### src/tmr_pkg.sv
// Package: register map, field layout and carrier types of the dual 32-bit match/capture timer
`default_nettype none
package tmr_pkg;
  localparam int DW = 32;
  localparam int OW = 8;
  localparam int UNIT_BIT = 12;
  localparam int N_MATCH = 4;
  localparam int N_CAP = 2;
  localparam int N_IRQ = N_MATCH + N_CAP;
  localparam logic [DW-1:0] RST_VAL = 32'h0000_0000;
  // ****************************************
  // Register offsets
  // ****************************************
  localparam logic [OW-1:0] OFF_IR = 8'h00;
  localparam logic [OW-1:0] OFF_TCR = 8'h04;
  localparam logic [OW-1:0] OFF_TC = 8'h08;
  localparam logic [OW-1:0] OFF_PR = 8'h0c;
  localparam logic [OW-1:0] OFF_PC = 8'h10;
  localparam logic [OW-1:0] OFF_MCR = 8'h14;
  localparam logic [OW-1:0] OFF_MR0 = 8'h18;
  localparam logic [OW-1:0] OFF_MR3 = 8'h24;
  localparam logic [OW-1:0] OFF_CCR = 8'h28;
  localparam logic [OW-1:0] OFF_CR0 = 8'h2c;
  localparam logic [OW-1:0] OFF_CR1 = 8'h30;
  localparam logic [OW-1:0] OFF_EMR = 8'h3c;
  localparam logic [OW-1:0] OFF_COUNT_SOURCE_CONTROL = 8'h70;
  localparam logic [OW-1:0] OFF_PWMC = 8'h74;
  localparam logic [OW-1:0] OFF_STEP = 8'h04;
  // ****************************************
  // Field positions
  // ****************************************
  localparam int TCR_EN = 0;
  localparam int TCR_RST = 1;
  localparam int MCR_STRIDE = 3;
  localparam int MCR_INT = 0;
  localparam int MCR_RST = 1;
  localparam int MCR_STOP = 2;
  localparam int CCR_STRIDE = 3;
  localparam int CCR_RISE = 0;
  localparam int CCR_FALL = 1;
  localparam int CCR_INT = 2;
  localparam int COUNT_SOURCE_CONTROL_MODE = 0;
  localparam int COUNT_SOURCE_CONTROL_SEL = 2;
  localparam int COUNT_SOURCE_CONTROL_CLR_EN = 4;
  localparam int COUNT_SOURCE_CONTROL_CLR_EDGE = 5;
  localparam int COUNT_SOURCE_CONTROL_W = 7;
  localparam int EMR_CTL = 4;
  localparam int EMR_W = 12;
  localparam int IR_CAP = 4;
  typedef enum logic [1:0] {
    CNT_TIMER = 2'h0,
    CNT_RISE = 2'h1,
    CNT_FALL = 2'h2,
    CNT_BOTH = 2'h3
  } tmr_cnt_mode_type;
  typedef enum logic [1:0] {
    EM_NONE = 2'h0,
    EM_CLEAR = 2'h1,
    EM_SET = 2'h2,
    EM_TOGGLE = 2'h3
  } tmr_em_act_type;
  typedef struct packed {
    logic we;
    logic [OW-1:0] off;
    logic [DW-1:0] data;
  } tmr_wr_type;
  function automatic logic tmr_reg_known(input logic [OW-1:0] off);
    return (off <= OFF_CR1) || (off == OFF_EMR) || (off == OFF_COUNT_SOURCE_CONTROL) || (off == OFF_PWMC);
  endfunction
endpackage
`default_nettype wire

### src/tmr_timer.sv
// Dual 32-bit timer with prescaler, four match, two capture and PWM, behind an APB slave
`timescale 1ns/1ps
`default_nettype none

module tmr_unit
  import tmr_pkg::*;
(
  // Clock and reset
  input wire logic pclk,
  input wire logic presetn,
  // Register access
  input wire tmr_pkg::tmr_wr_type wr,
  input wire logic [tmr_pkg::OW-1:0] rd_off,
  output logic [tmr_pkg::DW-1:0] rd_data,
  // Pins
  input wire logic [tmr_pkg::N_CAP-1:0] cap_in,
  output logic [tmr_pkg::N_MATCH-1:0] mat_out,
  output logic irq
);
  import tmr_pkg::*;

  // ****************************************
  // Capture input synchronisers and edges
  // ****************************************
  logic [N_CAP-1:0] cap_s1_r, cap_s2_r, cap_d_r;
  logic [N_CAP-1:0] rise, fall;

  always_ff @(posedge pclk or negedge presetn) begin
    if (!presetn) begin
      cap_s1_r <= '0;
      cap_s2_r <= '0;
      cap_d_r <= '0;
    end else begin
      cap_s1_r <= cap_in;
      cap_s2_r <= cap_s1_r;
      cap_d_r <= cap_s2_r;
    end
  end

  assign rise = cap_s2_r & ~cap_d_r;
  assign fall = ~cap_s2_r & cap_d_r;

  // ****************************************
  // Registers
  // ****************************************
  logic [N_IRQ-1:0] ir_r;
  logic [1:0] tcr_r;
  logic [DW-1:0] tc_r, pr_r, pc_r;
  logic [MCR_STRIDE*N_MATCH-1:0] mcr_r;
  logic [DW-1:0] mr_r [N_MATCH];
  logic [CCR_STRIDE*N_CAP-1:0] ccr_r;
  logic [DW-1:0] cr_r [N_CAP];
  logic [EMR_W-1:0] emr_r;
  logic [COUNT_SOURCE_CONTROL_W-1:0] count_source_control_r;
  logic [N_MATCH-1:0] pwmc_r, pwm_r;
  logic [N_MATCH-1:0] eq, eq_prev_r, match_evt;
  logic zero_prev_r;

  function automatic logic wr_hit(input tmr_wr_type w, input logic [OW-1:0] off);
    return w.we && (w.off == off);
  endfunction

  // ****************************************
  // Count source and events
  // ****************************************
  tmr_cnt_mode_type mode;
  logic sel_rise, sel_fall, cnt_edge, clr_edge, cap_clear;
  logic running, pre_roll, tick, restart;
  logic [N_MATCH-1:0] rst_sel, stop_sel, int_sel;
  logic [N_CAP-1:0] cap_evt;

  assign mode = tmr_cnt_mode_type'(count_source_control_r[COUNT_SOURCE_CONTROL_MODE +: 2]);
  // Input select values other than 0 and 1 leave no source, so no counting in the three edge modes
  assign sel_rise = (count_source_control_r[COUNT_SOURCE_CONTROL_SEL +: 2] < 2'(N_CAP)) ? rise[count_source_control_r[COUNT_SOURCE_CONTROL_SEL]] : 1'b0;
  assign sel_fall = (count_source_control_r[COUNT_SOURCE_CONTROL_SEL +: 2] < 2'(N_CAP)) ? fall[count_source_control_r[COUNT_SOURCE_CONTROL_SEL]] : 1'b0;

  always_comb begin
    case (mode)
      CNT_RISE: cnt_edge = sel_rise;
      CNT_FALL: cnt_edge = sel_fall;
      CNT_BOTH: cnt_edge = sel_rise | sel_fall;
      default: cnt_edge = 1'b0;
    endcase
  end

  // Clear edge: bit 1 picks the channel, bit 0 picks falling over rising
  assign clr_edge = count_source_control_r[COUNT_SOURCE_CONTROL_CLR_EDGE] ? fall[count_source_control_r[COUNT_SOURCE_CONTROL_CLR_EDGE+1]] : rise[count_source_control_r[COUNT_SOURCE_CONTROL_CLR_EDGE+1]];
  assign cap_clear = count_source_control_r[COUNT_SOURCE_CONTROL_CLR_EN] & clr_edge;

  genvar gi;
  generate
    for (gi = 0; gi < N_MATCH; gi++) begin : g_match
      assign eq[gi] = (tc_r == mr_r[gi]);
      assign match_evt[gi] = eq[gi] & ~eq_prev_r[gi];
      assign int_sel[gi] = mcr_r[gi*MCR_STRIDE + MCR_INT];
      assign rst_sel[gi] = mcr_r[gi*MCR_STRIDE + MCR_RST];
      assign stop_sel[gi] = mcr_r[gi*MCR_STRIDE + MCR_STOP];
    end
    for (gi = 0; gi < N_CAP; gi++) begin : g_cap
      assign cap_evt[gi] = (rise[gi] & ccr_r[gi*CCR_STRIDE + CCR_RISE])
                         | (fall[gi] & ccr_r[gi*CCR_STRIDE + CCR_FALL]);
    end
  endgenerate

  // A stop in this cycle also holds back the tick, so the count never passes the stop value
  assign running = tcr_r[TCR_EN] & ~tcr_r[TCR_RST] & ~|(match_evt & stop_sel);
  assign pre_roll = (pc_r == pr_r);
  assign tick = running & ((mode == CNT_TIMER) ? pre_roll : cnt_edge);
  assign restart = (tc_r == RST_VAL) & ~zero_prev_r;

  // ****************************************
  // Control and configuration registers
  // ****************************************
  always_ff @(posedge pclk or negedge presetn) begin
    if (!presetn) begin
      tcr_r <= '0;
    end else if (wr_hit(wr, OFF_TCR)) begin
      tcr_r <= wr.data[1:0];
    end else if (|(match_evt & stop_sel)) begin
      tcr_r[TCR_EN] <= 1'b0;
    end
  end

  always_ff @(posedge pclk or negedge presetn) begin
    if (!presetn) begin
      pr_r <= RST_VAL;
      mcr_r <= '0;
      ccr_r <= '0;
      count_source_control_r <= '0;
      pwmc_r <= '0;
    end else begin
      if (wr_hit(wr, OFF_PR)) pr_r <= wr.data;
      if (wr_hit(wr, OFF_MCR)) mcr_r <= wr.data[MCR_STRIDE*N_MATCH-1:0];
      if (wr_hit(wr, OFF_CCR)) ccr_r <= wr.data[CCR_STRIDE*N_CAP-1:0];
      if (wr_hit(wr, OFF_COUNT_SOURCE_CONTROL)) count_source_control_r <= wr.data[COUNT_SOURCE_CONTROL_W-1:0];
      if (wr_hit(wr, OFF_PWMC)) pwmc_r <= wr.data[N_MATCH-1:0];
    end
  end

  generate
    for (gi = 0; gi < N_MATCH; gi++) begin : g_mr
      always_ff @(posedge pclk or negedge presetn) begin
        if (!presetn) begin
          mr_r[gi] <= RST_VAL;
        end else if (wr_hit(wr, OFF_MR0 + OW'(gi) * OFF_STEP)) begin
          mr_r[gi] <= wr.data;
        end
      end
    end
  endgenerate

  // ****************************************
  // Prescaler and count
  // ****************************************
  always_ff @(posedge pclk or negedge presetn) begin
    if (!presetn) begin
      pc_r <= RST_VAL;
    end else if (wr_hit(wr, OFF_PC)) begin
      pc_r <= wr.data;
    end else if (tcr_r[TCR_RST] || cap_clear) begin
      pc_r <= RST_VAL;
    end else if (running && mode == CNT_TIMER) begin
      pc_r <= pre_roll ? RST_VAL : pc_r + 32'h1;
    end
  end

  always_ff @(posedge pclk or negedge presetn) begin
    if (!presetn) begin
      tc_r <= RST_VAL;
    end else if (wr_hit(wr, OFF_TC)) begin
      tc_r <= wr.data;
    end else if (tcr_r[TCR_RST] || cap_clear) begin
      tc_r <= RST_VAL;
    end else if (tick) begin
      // Reset only at the period's end, so the matched value lasts a full period
      tc_r <= |(eq & rst_sel) ? RST_VAL : tc_r + 32'h1;
    end
  end

  always_ff @(posedge pclk or negedge presetn) begin
    if (!presetn) begin
      // Count and match values both start at zero: no false match event out of reset
      eq_prev_r <= '1;
      zero_prev_r <= 1'b1;
    end else begin
      eq_prev_r <= eq;
      zero_prev_r <= (tc_r == RST_VAL);
    end
  end

  // ****************************************
  // Capture registers and status flags
  // ****************************************
  generate
    for (gi = 0; gi < N_CAP; gi++) begin : g_cr
      always_ff @(posedge pclk or negedge presetn) begin
        if (!presetn) begin
          cr_r[gi] <= RST_VAL;
        end else if (cap_evt[gi]) begin
          cr_r[gi] <= tc_r;
        end
      end
    end
  endgenerate

  logic [N_IRQ-1:0] ir_set, ir_clr;
  logic [N_CAP-1:0] cap_int;

  generate
    for (gi = 0; gi < N_CAP; gi++) begin : g_capint
      assign cap_int[gi] = cap_evt[gi] & ccr_r[gi*CCR_STRIDE + CCR_INT];
    end
  endgenerate

  assign ir_set = {cap_int, match_evt & int_sel};
  assign ir_clr = wr_hit(wr, OFF_IR) ? wr.data[N_IRQ-1:0] : '0;

  always_ff @(posedge pclk or negedge presetn) begin
    if (!presetn) begin
      ir_r <= '0;
    end else begin
      // A new event in the clearing cycle is kept
      ir_r <= (ir_r & ~ir_clr) | ir_set;
    end
  end

  assign irq = |ir_r;

  // ****************************************
  // External match and PWM outputs
  // ****************************************
  logic [EMR_W-1:0] emr_nxt;

  always_comb begin
    emr_nxt = wr_hit(wr, OFF_EMR) ? wr.data[EMR_W-1:0] : emr_r;
    for (int i = 0; i < N_MATCH; i++) begin
      if (match_evt[i]) begin
        case (tmr_em_act_type'(emr_r[EMR_CTL + 2*i +: 2]))
          EM_CLEAR: emr_nxt[i] = 1'b0;
          EM_SET: emr_nxt[i] = 1'b1;
          EM_TOGGLE: emr_nxt[i] = ~emr_r[i];
          default: emr_nxt[i] = emr_nxt[i];
        endcase
      end
    end
  end

  always_ff @(posedge pclk or negedge presetn) begin
    if (!presetn) begin
      emr_r <= '0;
    end else begin
      emr_r <= emr_nxt;
    end
  end

  always_ff @(posedge pclk or negedge presetn) begin
    if (!presetn) begin
      pwm_r <= '0;
    end else begin
      for (int i = 0; i < N_MATCH; i++) begin
        if (match_evt[i]) begin
          pwm_r[i] <= 1'b1;
        end else if (restart && mr_r[i] != RST_VAL) begin
          pwm_r[i] <= 1'b0;
        end
      end
    end
  end

  assign mat_out = (pwmc_r & pwm_r) | (~pwmc_r & emr_r[N_MATCH-1:0]);

  // ****************************************
  // Read mux
  // ****************************************
  always_comb begin
    rd_data = RST_VAL;
    case (rd_off)
      OFF_IR: rd_data[N_IRQ-1:0] = ir_r;
      OFF_TCR: rd_data[1:0] = tcr_r;
      OFF_TC: rd_data = tc_r;
      OFF_PR: rd_data = pr_r;
      OFF_PC: rd_data = pc_r;
      OFF_MCR: rd_data[MCR_STRIDE*N_MATCH-1:0] = mcr_r;
      OFF_CCR: rd_data[CCR_STRIDE*N_CAP-1:0] = ccr_r;
      OFF_CR0: rd_data = cr_r[0];
      OFF_CR1: rd_data = cr_r[1];
      OFF_EMR: rd_data[EMR_W-1:0] = emr_r;
      OFF_COUNT_SOURCE_CONTROL: rd_data[COUNT_SOURCE_CONTROL_W-1:0] = count_source_control_r;
      OFF_PWMC: rd_data[N_MATCH-1:0] = pwmc_r;
      default: begin
        if (rd_off >= OFF_MR0 && rd_off <= OFF_MR3) begin
          rd_data = mr_r[2'((rd_off - OFF_MR0) >> 2)];
        end
      end
    endcase
  end
endmodule // tmr_unit

module tmr_timer
  import tmr_pkg::*;
(
  // APB slave
  input wire logic pclk,
  input wire logic presetn,
  input wire logic psel,
  input wire logic penable,
  input wire logic pwrite,
  input wire logic [31:0] paddr,
  input wire logic [31:0] pwdata,
  output logic [31:0] prdata,
  output logic pready,
  output logic pslverr,
  // Unit 0 pins
  input wire logic [tmr_pkg::N_CAP-1:0] capture_inputs_unit0,
  output logic [tmr_pkg::N_MATCH-1:0] match_outputs_unit0,
  output logic irq_unit0,
  // Unit 1 pins
  input wire logic [tmr_pkg::N_CAP-1:0] capture_inputs_unit1,
  output logic [tmr_pkg::N_MATCH-1:0] match_outputs_unit1,
  output logic irq_unit1
);
  import tmr_pkg::*;

  logic [OW-1:0] off;
  logic unit, known;
  tmr_wr_type wr [2];
  logic [DW-1:0] rd [2];
  logic [DW-1:0] prdata_r;

  assign off = paddr[OW-1:0];
  assign unit = paddr[UNIT_BIT];
  assign known = tmr_reg_known(off) && (paddr[1:0] == 2'h0) && (paddr[31:UNIT_BIT+1] == '0)
               && (paddr[UNIT_BIT-1:OW] == '0);

  // Zero-wait slave: read data is caught in the setup cycle
  always_ff @(posedge pclk or negedge presetn) begin
    if (!presetn) begin
      prdata_r <= RST_VAL;
    end else if (psel && !penable) begin
      prdata_r <= known ? rd[unit] : RST_VAL;
    end
  end

  assign prdata = prdata_r;
  assign pready = 1'b1;
  assign pslverr = psel & penable & ~known;

  generate
    for (genvar u = 0; u < 2; u++) begin : g_unit
      assign wr[u].we = psel & penable & pwrite & known & (unit == 1'(u));
      assign wr[u].off = off;
      assign wr[u].data = pwdata;
    end
  endgenerate

  tmr_unit u_unit0 (
    .pclk(pclk),
    .presetn(presetn),
    .wr(wr[0]),
    .rd_off(off),
    .rd_data(rd[0]),
    .cap_in(capture_inputs_unit0),
    .mat_out(match_outputs_unit0),
    .irq(irq_unit0)
  );

  tmr_unit u_unit1 (
    .pclk(pclk),
    .presetn(presetn),
    .wr(wr[1]),
    .rd_off(off),
    .rd_data(rd[1]),
    .cap_in(capture_inputs_unit1),
    .mat_out(match_outputs_unit1),
    .irq(irq_unit1)
  );
endmodule // tmr_timer
`default_nettype wire

### config.mk
export PLATFORM = sky130hd
export DESIGN_NAME = tmr_timer
export DESIGN_NICKNAME = d
export VERILOG_FILES = /design/src/tmr_pkg.sv /design/src/tmr_timer.sv
export SDC_FILE = /design/constraint.sdc
export NUM_CORES = 2
export LEC_CHECK = 0
export BUFFER_PORTS_ARGS = -buffer_cell sky130_fd_sc_hd__buf_2
export CORE_MARGIN = 1
export CORE_UTILIZATION = 45
export CTS_CLUSTER_SIZE = 24
export DETAILED_ROUTE_END_ITERATION = 7
export GPL_ROUTABILITY_DRIVEN = 0
export GPL_TIMING_DRIVEN = 1
export SYNTH_ARGS = -nofsm -noshare
export SYNTH_HDL_FRONTEND = slang
export SYNTH_SLANG_ARGS = --single-unit
### constraint.sdc
create_clock -name pclk -period 4.02 [get_ports pclk]
set_input_delay 0.201 -clock pclk [delete_from_list [all_inputs] [get_ports pclk]]
set_output_delay 0.201 -clock pclk [all_outputs]
set_load 0.01 [all_outputs]
---- Word level (Yosys, flattened, before mapping) ----
Cells that the tools add are included.
cells by class
  add/sub/neg operators ................... 5
  magnitude comparators ................... 11
  equality and inequality tests ........... 55
  multiplexer cells ....................... 106
  bitwise operators ....................... 94
  reduce and logical (&&, ||, !) cells .... 91
operators with widths
  operator               count
  $mux 32                26
  $eq 32x32->1           10
  $reduce_bool 32->1     8
  $pmux 20 s6            2
  $add 32x1->32 const B  4
  $bmux 32 s2            2
  $pmux 2 s12            4
  $pmux 5 s8             2
  $logic_not 32->1       2
  $mux 1                 52
  $eq 8x6->1 const B     6
  $pmux 2 s11            2
  $logic_and 1x1->1      43
  $and 4x4->4            10
  $eq 2x2->1 const B     20
  $and 1x1->1            36
  $eq 8x5->1 const B     4
  $pmux 1 s3             10
  $not 1->1              22
  $eq 2x1->1 const B     10
  $reduce_bool 2->1      10
  $reduce_or 4->1        5
  $logic_not 19->1       1
  $pmux 1 s9             2
  other kinds (32)       69
word-level totals
  register bits after elaboration ......... 736
  word-level logic and storage cells ...... 417

---- Longest topological paths before layout ----
  word-level depth ........................ 14
  depth in mapped cells ................... 12
  mapped depth without buffers ............ 9

---- Modules after synthesis ----
Synthesis repeated with hierarchy kept, for this count alone.
second synthesis, totals
  cells, all modules ...................... 3850
  area, all modules ....................... 42390.7 µm²
modules (own cells, without submodules)
  module              instances  cells an instance  area each (µm²)  seq. area each (µm²)
  tmr_unit (u_unit0)  1          1860               20343.3          8814.7
  tmr_unit (u_unit1)  1          1825               20158.1          8814.7
  tmr_timer           1          165                1889.3           800.8

---- Worst setup path before layout ----
Ideal clock, no wire load.
  path type ............................... input to register
  from .................................... input paddr[7]
  to ...................................... register u_unit0.mr_r[100] (netlist name)
  library setup time ...................... 0.125 ns
  data arrival time ....................... 2.456 ns
  data required time ...................... 3.895 ns
  slack ................................... 1.440 ns
  cell stages on the path ................. 9
  buffers on the path ..................... 3
  cells stage by stage .................... buf_2 > nor4_1 > nand3_1 > a211o_1 > or3_1 > buf_2 > nor2_2 > buf_4 > mux2_2
on the way
  cells in the longest elaborated chain, start to end .. 10
ends and longest elaborated chain
  element                                          RTL line          text
  start, declared                                  tmr_timer.sv:308  input wire logic [31:0] paddr,
  $le 8x6->1 / $eq 8x6->1 (equally long branches)  tmr_pkg.sv:68     return (off <= OFF_CR1) || (off == OFF_EMR) || (off == OFF_COUNT_SOURCE_CONTROL) || (off == OFF_PWMC);
  $logic_or 1x1->1 (3 in series)                   tmr_pkg.sv:68
  $logic_and 1x1->1 (2 in series)                  tmr_timer.sv:332  assign known = tmr_reg_known(off) && (paddr[1:0] == 2'h0) && (paddr[31:UNIT_BIT+1] == '0)
  $logic_and 1x1->1                                tmr_timer.sv:333  && (paddr[UNIT_BIT-1:OW] == '0);
  $and 1x1->1 (2 in series)                        tmr_timer.sv:350  assign wr[u].we = psel & penable & pwrite & known & (unit == 1'(u));
  $logic_and 1x1->1 (*)                            tmr_timer.sv:60   return w.we && (w.off == off);
  end signal, assigned by index                    tmr_timer.sv:146  mr_r[gi] <= wr.data;
  end, declared                                    tmr_timer.sv:50   logic [DW-1:0] mr_r [N_MATCH];
Every way passes the cells marked *; elsewhere a longest branch is shown, timed or not.
A chain may end at the register's enable or synchronous reset.

---- Final worst setup path ----
  from .................................... register u_unit1.tc_r[10]
  to ...................................... register u_unit1.tc_r[9]
on the way
  cells in the longest elaborated chain, start to end .. 8
ends and longest elaborated chain
  element                      RTL line          text
  start, declared              tmr_timer.sv:48   logic [DW-1:0] tc_r, pr_r, pc_r;
  start signal, assigned       tmr_timer.sv:171  tc_r <= wr.data;
  start signal, assigned       tmr_timer.sv:176  tc_r <= |(eq & rst_sel) ? RST_VAL : tc_r + 32'h1;
  $eq 32x32->1                 tmr_timer.sv:93   assign eq[gi] = (tc_r == mr_r[gi]);
  $and 1x1->1                  tmr_timer.sv:94   assign match_evt[gi] = eq[gi] & ~eq_prev_r[gi];
  $and 4x4->4                  tmr_timer.sv:106  assign running = tcr_r[TCR_EN] & ~tcr_r[TCR_RST] & ~|(match_evt & stop_sel);
  $reduce_or 4->1              tmr_timer.sv:106
  $logic_not 1->1              tmr_timer.sv:106
  $and 1x1->1                  tmr_timer.sv:106
  $and 1x1->1                  tmr_timer.sv:108  assign tick = running & ((mode == CNT_TIMER) ? pre_roll : cnt_edge);
  $reduce_bool 3->1 (no line)  --
Several ways; a longest one is shown, not always the timed one. The select of a mux whose other input is x is not followed.

==> metrics.md <==
| Metric | Value |
|---|---|
| Status | `finished, final reports clean` |
| First-pass GRT wire length | `227.5 mm` |
| Largest net degree at the start of global routing | `94` |
| Met3 WL | `16.78 mm` |
| R2R Path End | `u_unit1.tc_r[9]$_DFFE_PN0P_` |
| Starting DRT DRC Count | `approximately 4800` |
| Ports | `117` |
| PortBufs | `roughly 120` |
| Resized cells post-CTS | `0` |
| Max layer used | `met5` |
| Place WS | `528.0 ps` |
| Final hold slack | `97.37 ps` |
| Worst hold start | `pwdata[18]` |
| RSZ-0062 raised after global routing | `false` |
| Die width | `a little over 300 µm` |
| Core area | `90150 µm²` |
| Static leakage | `21.00 nW` |
| Inst Count DP | `a little under 5000` |
| Top_reg_cell synth | `dfrtp_1` |
| H-tree Lvls | `3` |
| Cell family with most CP delay | `simple AND/OR/NAND/NOR gates` |
| CP peak stage delay | `590 ps` |
| FF-to-FF setup slack | `~260 ps` |
| Design area | `45960 µm²` |
| Worst Setup Slack, final | `255.4 ps` |
| Mapped Area | `40980 µm²` |
| Cell row count | `110` |
| Max Root-Sink Buffers | `3` |
| Arr. time, crit path | `approximately 4300 ps` |
| Relative slew slack | `22.18%` |
| Clock Tree Root | `clkbuf_16` |
| Final Skew | `between 20 and 30 ps` |
| Drt first pass iters | `7` |
| Overall global routing resource usage | `about a third` |
| Worst Path Required | `around 4500 ps` |
| Total number of vias | `33840` |
| Leading post-synthesis cells by cell area | `dfrtp_1 44%, mux2_2 14%, xor2_1 5.5%, mux4_2 3.6%, nor4_1 2.7%` |
| Die Height | `between 300 and 400 µm` |
| TritonCTS clock tree | `done` |
| Dpl cell area | `43110 µm²` |
| Antenna violations before repair | `6` |
| Hold path depth | `3` |
| CP Cell Sequence | `buf_4, xor2_1, nor4_1, nand4_1, nor3_1, a222oi_1, buf_4, nand3_1, buf_12, nand2_1, a22o_1` |
| Synthesis Warnings | `0` |
| Fin cells | `4998` |
| WL met1 | `64.94 mm` |
| Vias in the first global route | `31590` |
| Wire per inst | `31.02 µm` |
| Met2 wire length | `66.44 mm` |
| Startpoint Class | `register` |
| Crit path buf inv count | `3` |
| Fin nets | `~3800` |
| Die area | `92280 µm²` |
| Sequential area share after synthesis | `44.97%` |
| Synth Net Count | `3811` |
| Worst Tran Pin Value | `1166 ps` |
| Max-Cap Viols | `0` |
| Maximum vdd drop | `260.7 µV` |
| Vias per cell | `6.770` |
| Global route total overflow | `0` |
| Crit path time final | `3765 ps` |
| Final-report hold violation count | `0` |
| Critical Path Fanout Max | `35` |
| Max Clock Freq | `0.2656 GHz` |
| Final setup vio count | `0` |
| FF-to-FF Start | `u_unit1.tc_r[10]$_DFFE_PN0P_` |
| Final Power | `between 15 and 20 mW` |
| Area Growth Syn to Fin | `12.15%` |
| Top-area cell type share of the netlist area | `between 40% and 50%` |
| Antenna-violating nets left | `0` |
| Worst skew pair latency | `650 ps` |
| Register bit total from synthesis | `736` |
| Setup bufs post-CTS | `0` |
| Post-Syn Instances | `3732` |
| Yosys cell types | `83` |
| Clock sinks | `736` |
| WHS Endpoint | `u_unit1.pc_r[18]$_DFFE_PN0P_` |
| Post-DP HPWL | `111.6 mm` |
| Initial Utilization | `45.46%` |
| Min-Delay Path Class | `in -> reg` |
| Utilization after layout | `approximately 51%` |
| Post-Route Setup TNS | `0 ps` |
| PwrDens | `347.3 nW/µm²` |
| Final wirelength | `between 150 and 200 mm` |
| Syn Area/Cell | `10.98 µm²` |
| Final Max Tran Viols | `0` |
| CP Capture Type | `register` |
| CTS buffer count | `between 80 and 90` |
| Critical Path Slowest Stage Cell | `nor4_1` |
| Top cell by count, worst path | `buf_4` |
| EDFF count, synth | `0` |
| Critical path type | `reg -> reg` |
| R2R cell count | `11` |
| Worst-path clk slew | `60 ps` |
| # DRC | `0` |
| Fraction of registers with async set/reset | `100.0%` |
| Period utilization | `93.65%` |
| Dominant cell type by area after synthesis | `dfrtp_1` |
| Share of cells above drive strength 1 | `27.98%` |
flip-flops by register name (all words and copies together), names as in the netlist, 64 cells and up:
| name | cells |
|---|---|
| u_unit1.cr_r | 64 |
| u_unit0.mr_r | 128 |
| u_unit0.cr_r | 64 |
| u_unit1.mr_r | 128 |
final cells by class:
class	instances	area, µm²
fillers	8071	44190
multi-input cells	2564	20770
flip-flops and latches	736	18430
clock buffers	118	2471
repair buffers	283	2152
well taps	1176	1471
inverters	89	334.1
clock inverters	31	324.1
diodes	1	2.502
cells in the mapped netlist (all sizes together) (7+ instances only):
cell type,instances
o2bb2ai,15
nand2,166
clkbuf,183
nor4b,7
nor2,132
nor3b,17
a21o,8
nand2b,7
a222oi,72
mux4,66
a221oi,48
xor2,258
a22o,30
nor3,64
buf,160
o221ai,12
nor2b,39
o21ai,181
dfrtp,726
and2,18
and3,72
a32oi,23
a22oi,100
nor4,188
and4,8
dfstp,10
a31oi,15
a32o,14
mux2,535
mux2i,15
inv,88
nand4,72
xnor2,66
o22ai,41
a21oi,116
nand3,73
worst min-delay path, stage by stage:
cell and delay [ps]:
buf_2 240, nand2_1 150, nand3_1 80
metal layers:
metal / vias up / track usage, %
met2: 2025 / 48.01
met5: - / 0
met4: 4 / 13.47
li1: 14050 / -
met3: 311 / 8.260
met1: 17450 / 47.25
cell usage in the layout, fill, tap and decap left out, drive strengths merged, types with 10 or more instances in the layout:
| master | netlist | layout |
|---|---|---|
| a22o | 30 | 30 |
| o22ai | 41 | 41 |
| o2bb2ai | 15 | 15 |
| a21oi | 116 | 116 |
| buf | 160 | 278 |
| nor3b | 17 | 17 |
| inv | 88 | 91 |
| dfstp | 10 | 10 |
| clkbuf | 183 | 118 |
| mux2i | 15 | 15 |
| nand4 | 72 | 72 |
| and3 | 72 | 72 |
| o21ai | 181 | 181 |
| a22oi | 100 | 100 |
| clkinv | 1 | 20 |
| a32o | 14 | 14 |
| nand2 | 166 | 166 |
| mux2 | 535 | 535 |
| xor2 | 258 | 258 |
| nand3 | 73 | 73 |
| a222oi | 72 | 72 |
| a221oi | 48 | 48 |
| a31oi | 15 | 15 |
| nor2 | 132 | 132 |
| and2 | 18 | 18 |
| nor4 | 188 | 188 |
| dfrtp | 726 | 726 |
| nor2b | 39 | 39 |
| xnor2 | 66 | 66 |
| mux4 | 66 | 66 |
| nor3 | 64 | 64 |
| o221ai | 12 | 12 |
| a32oi | 23 | 23 |
where the power goes:
group          total [mW]  internal [mW]  switching (mW)
clock network        7.89           4.65            3.23
logic               0.656          0.143           0.513
registers            7.42           7.41         0.00402
total                16.0           12.2            3.75
how the worst max path moves through the flow:
stage	start	to	slack [ps]	cells after the start
detailed placement	paddr[7]	u_unit1.pr_r[14]$_DFFE_PN0P_	530	8
floorplan	paddr[7]	u_unit0.mr_r[100]$_DFFE_PN0P_	1440	9
finish	u_unit1.tc_r[10]$_DFFE_PN0P_	u_unit1.tc_r[9]$_DFFE_PN0P_	260	11
global placement	u_unit1.tc_r[7]$_DFFE_PN0P_	u_unit1.tc_r[9]$_DFFE_PN0P_	520	10
CTS	u_unit1.tc_r[10]$_DFFE_PN0P_	u_unit1.tc_r[9]$_DFFE_PN0P_	530	11
global route	u_unit1.tc_r[10]$_DFFE_PN0P_	u_unit1.tc_r[9]$_DFFE_PN0P_	350	11
kinds of logic after synthesis:
| group | after synthesis | synth area share (%) |
|---|---|---|
| AND/OR/NAND/NOR | 892 | 12.08 |
| flip-flops | 736 | 44.97 |
| AO/OA/AOI/OAI | 725 | 12.51 |
| multiplexers | 616 | 18.69 |
| buffers and inverters | 432 | 4.626 |
| XOR/XNOR | 324 | 6.925 |
| adder cells (fa/ha/maj) | 6 | 0.1832 |
| other | 1 | 0.009151 |
what timing repair did:
item | 4_1_cts | 5_1_grt
hold buffers | 5 | 0
endpoints found under the hold margin | 84 | 0
setup endpoints to repair | 0 | 0
Power figures use the tool's default switching activity.
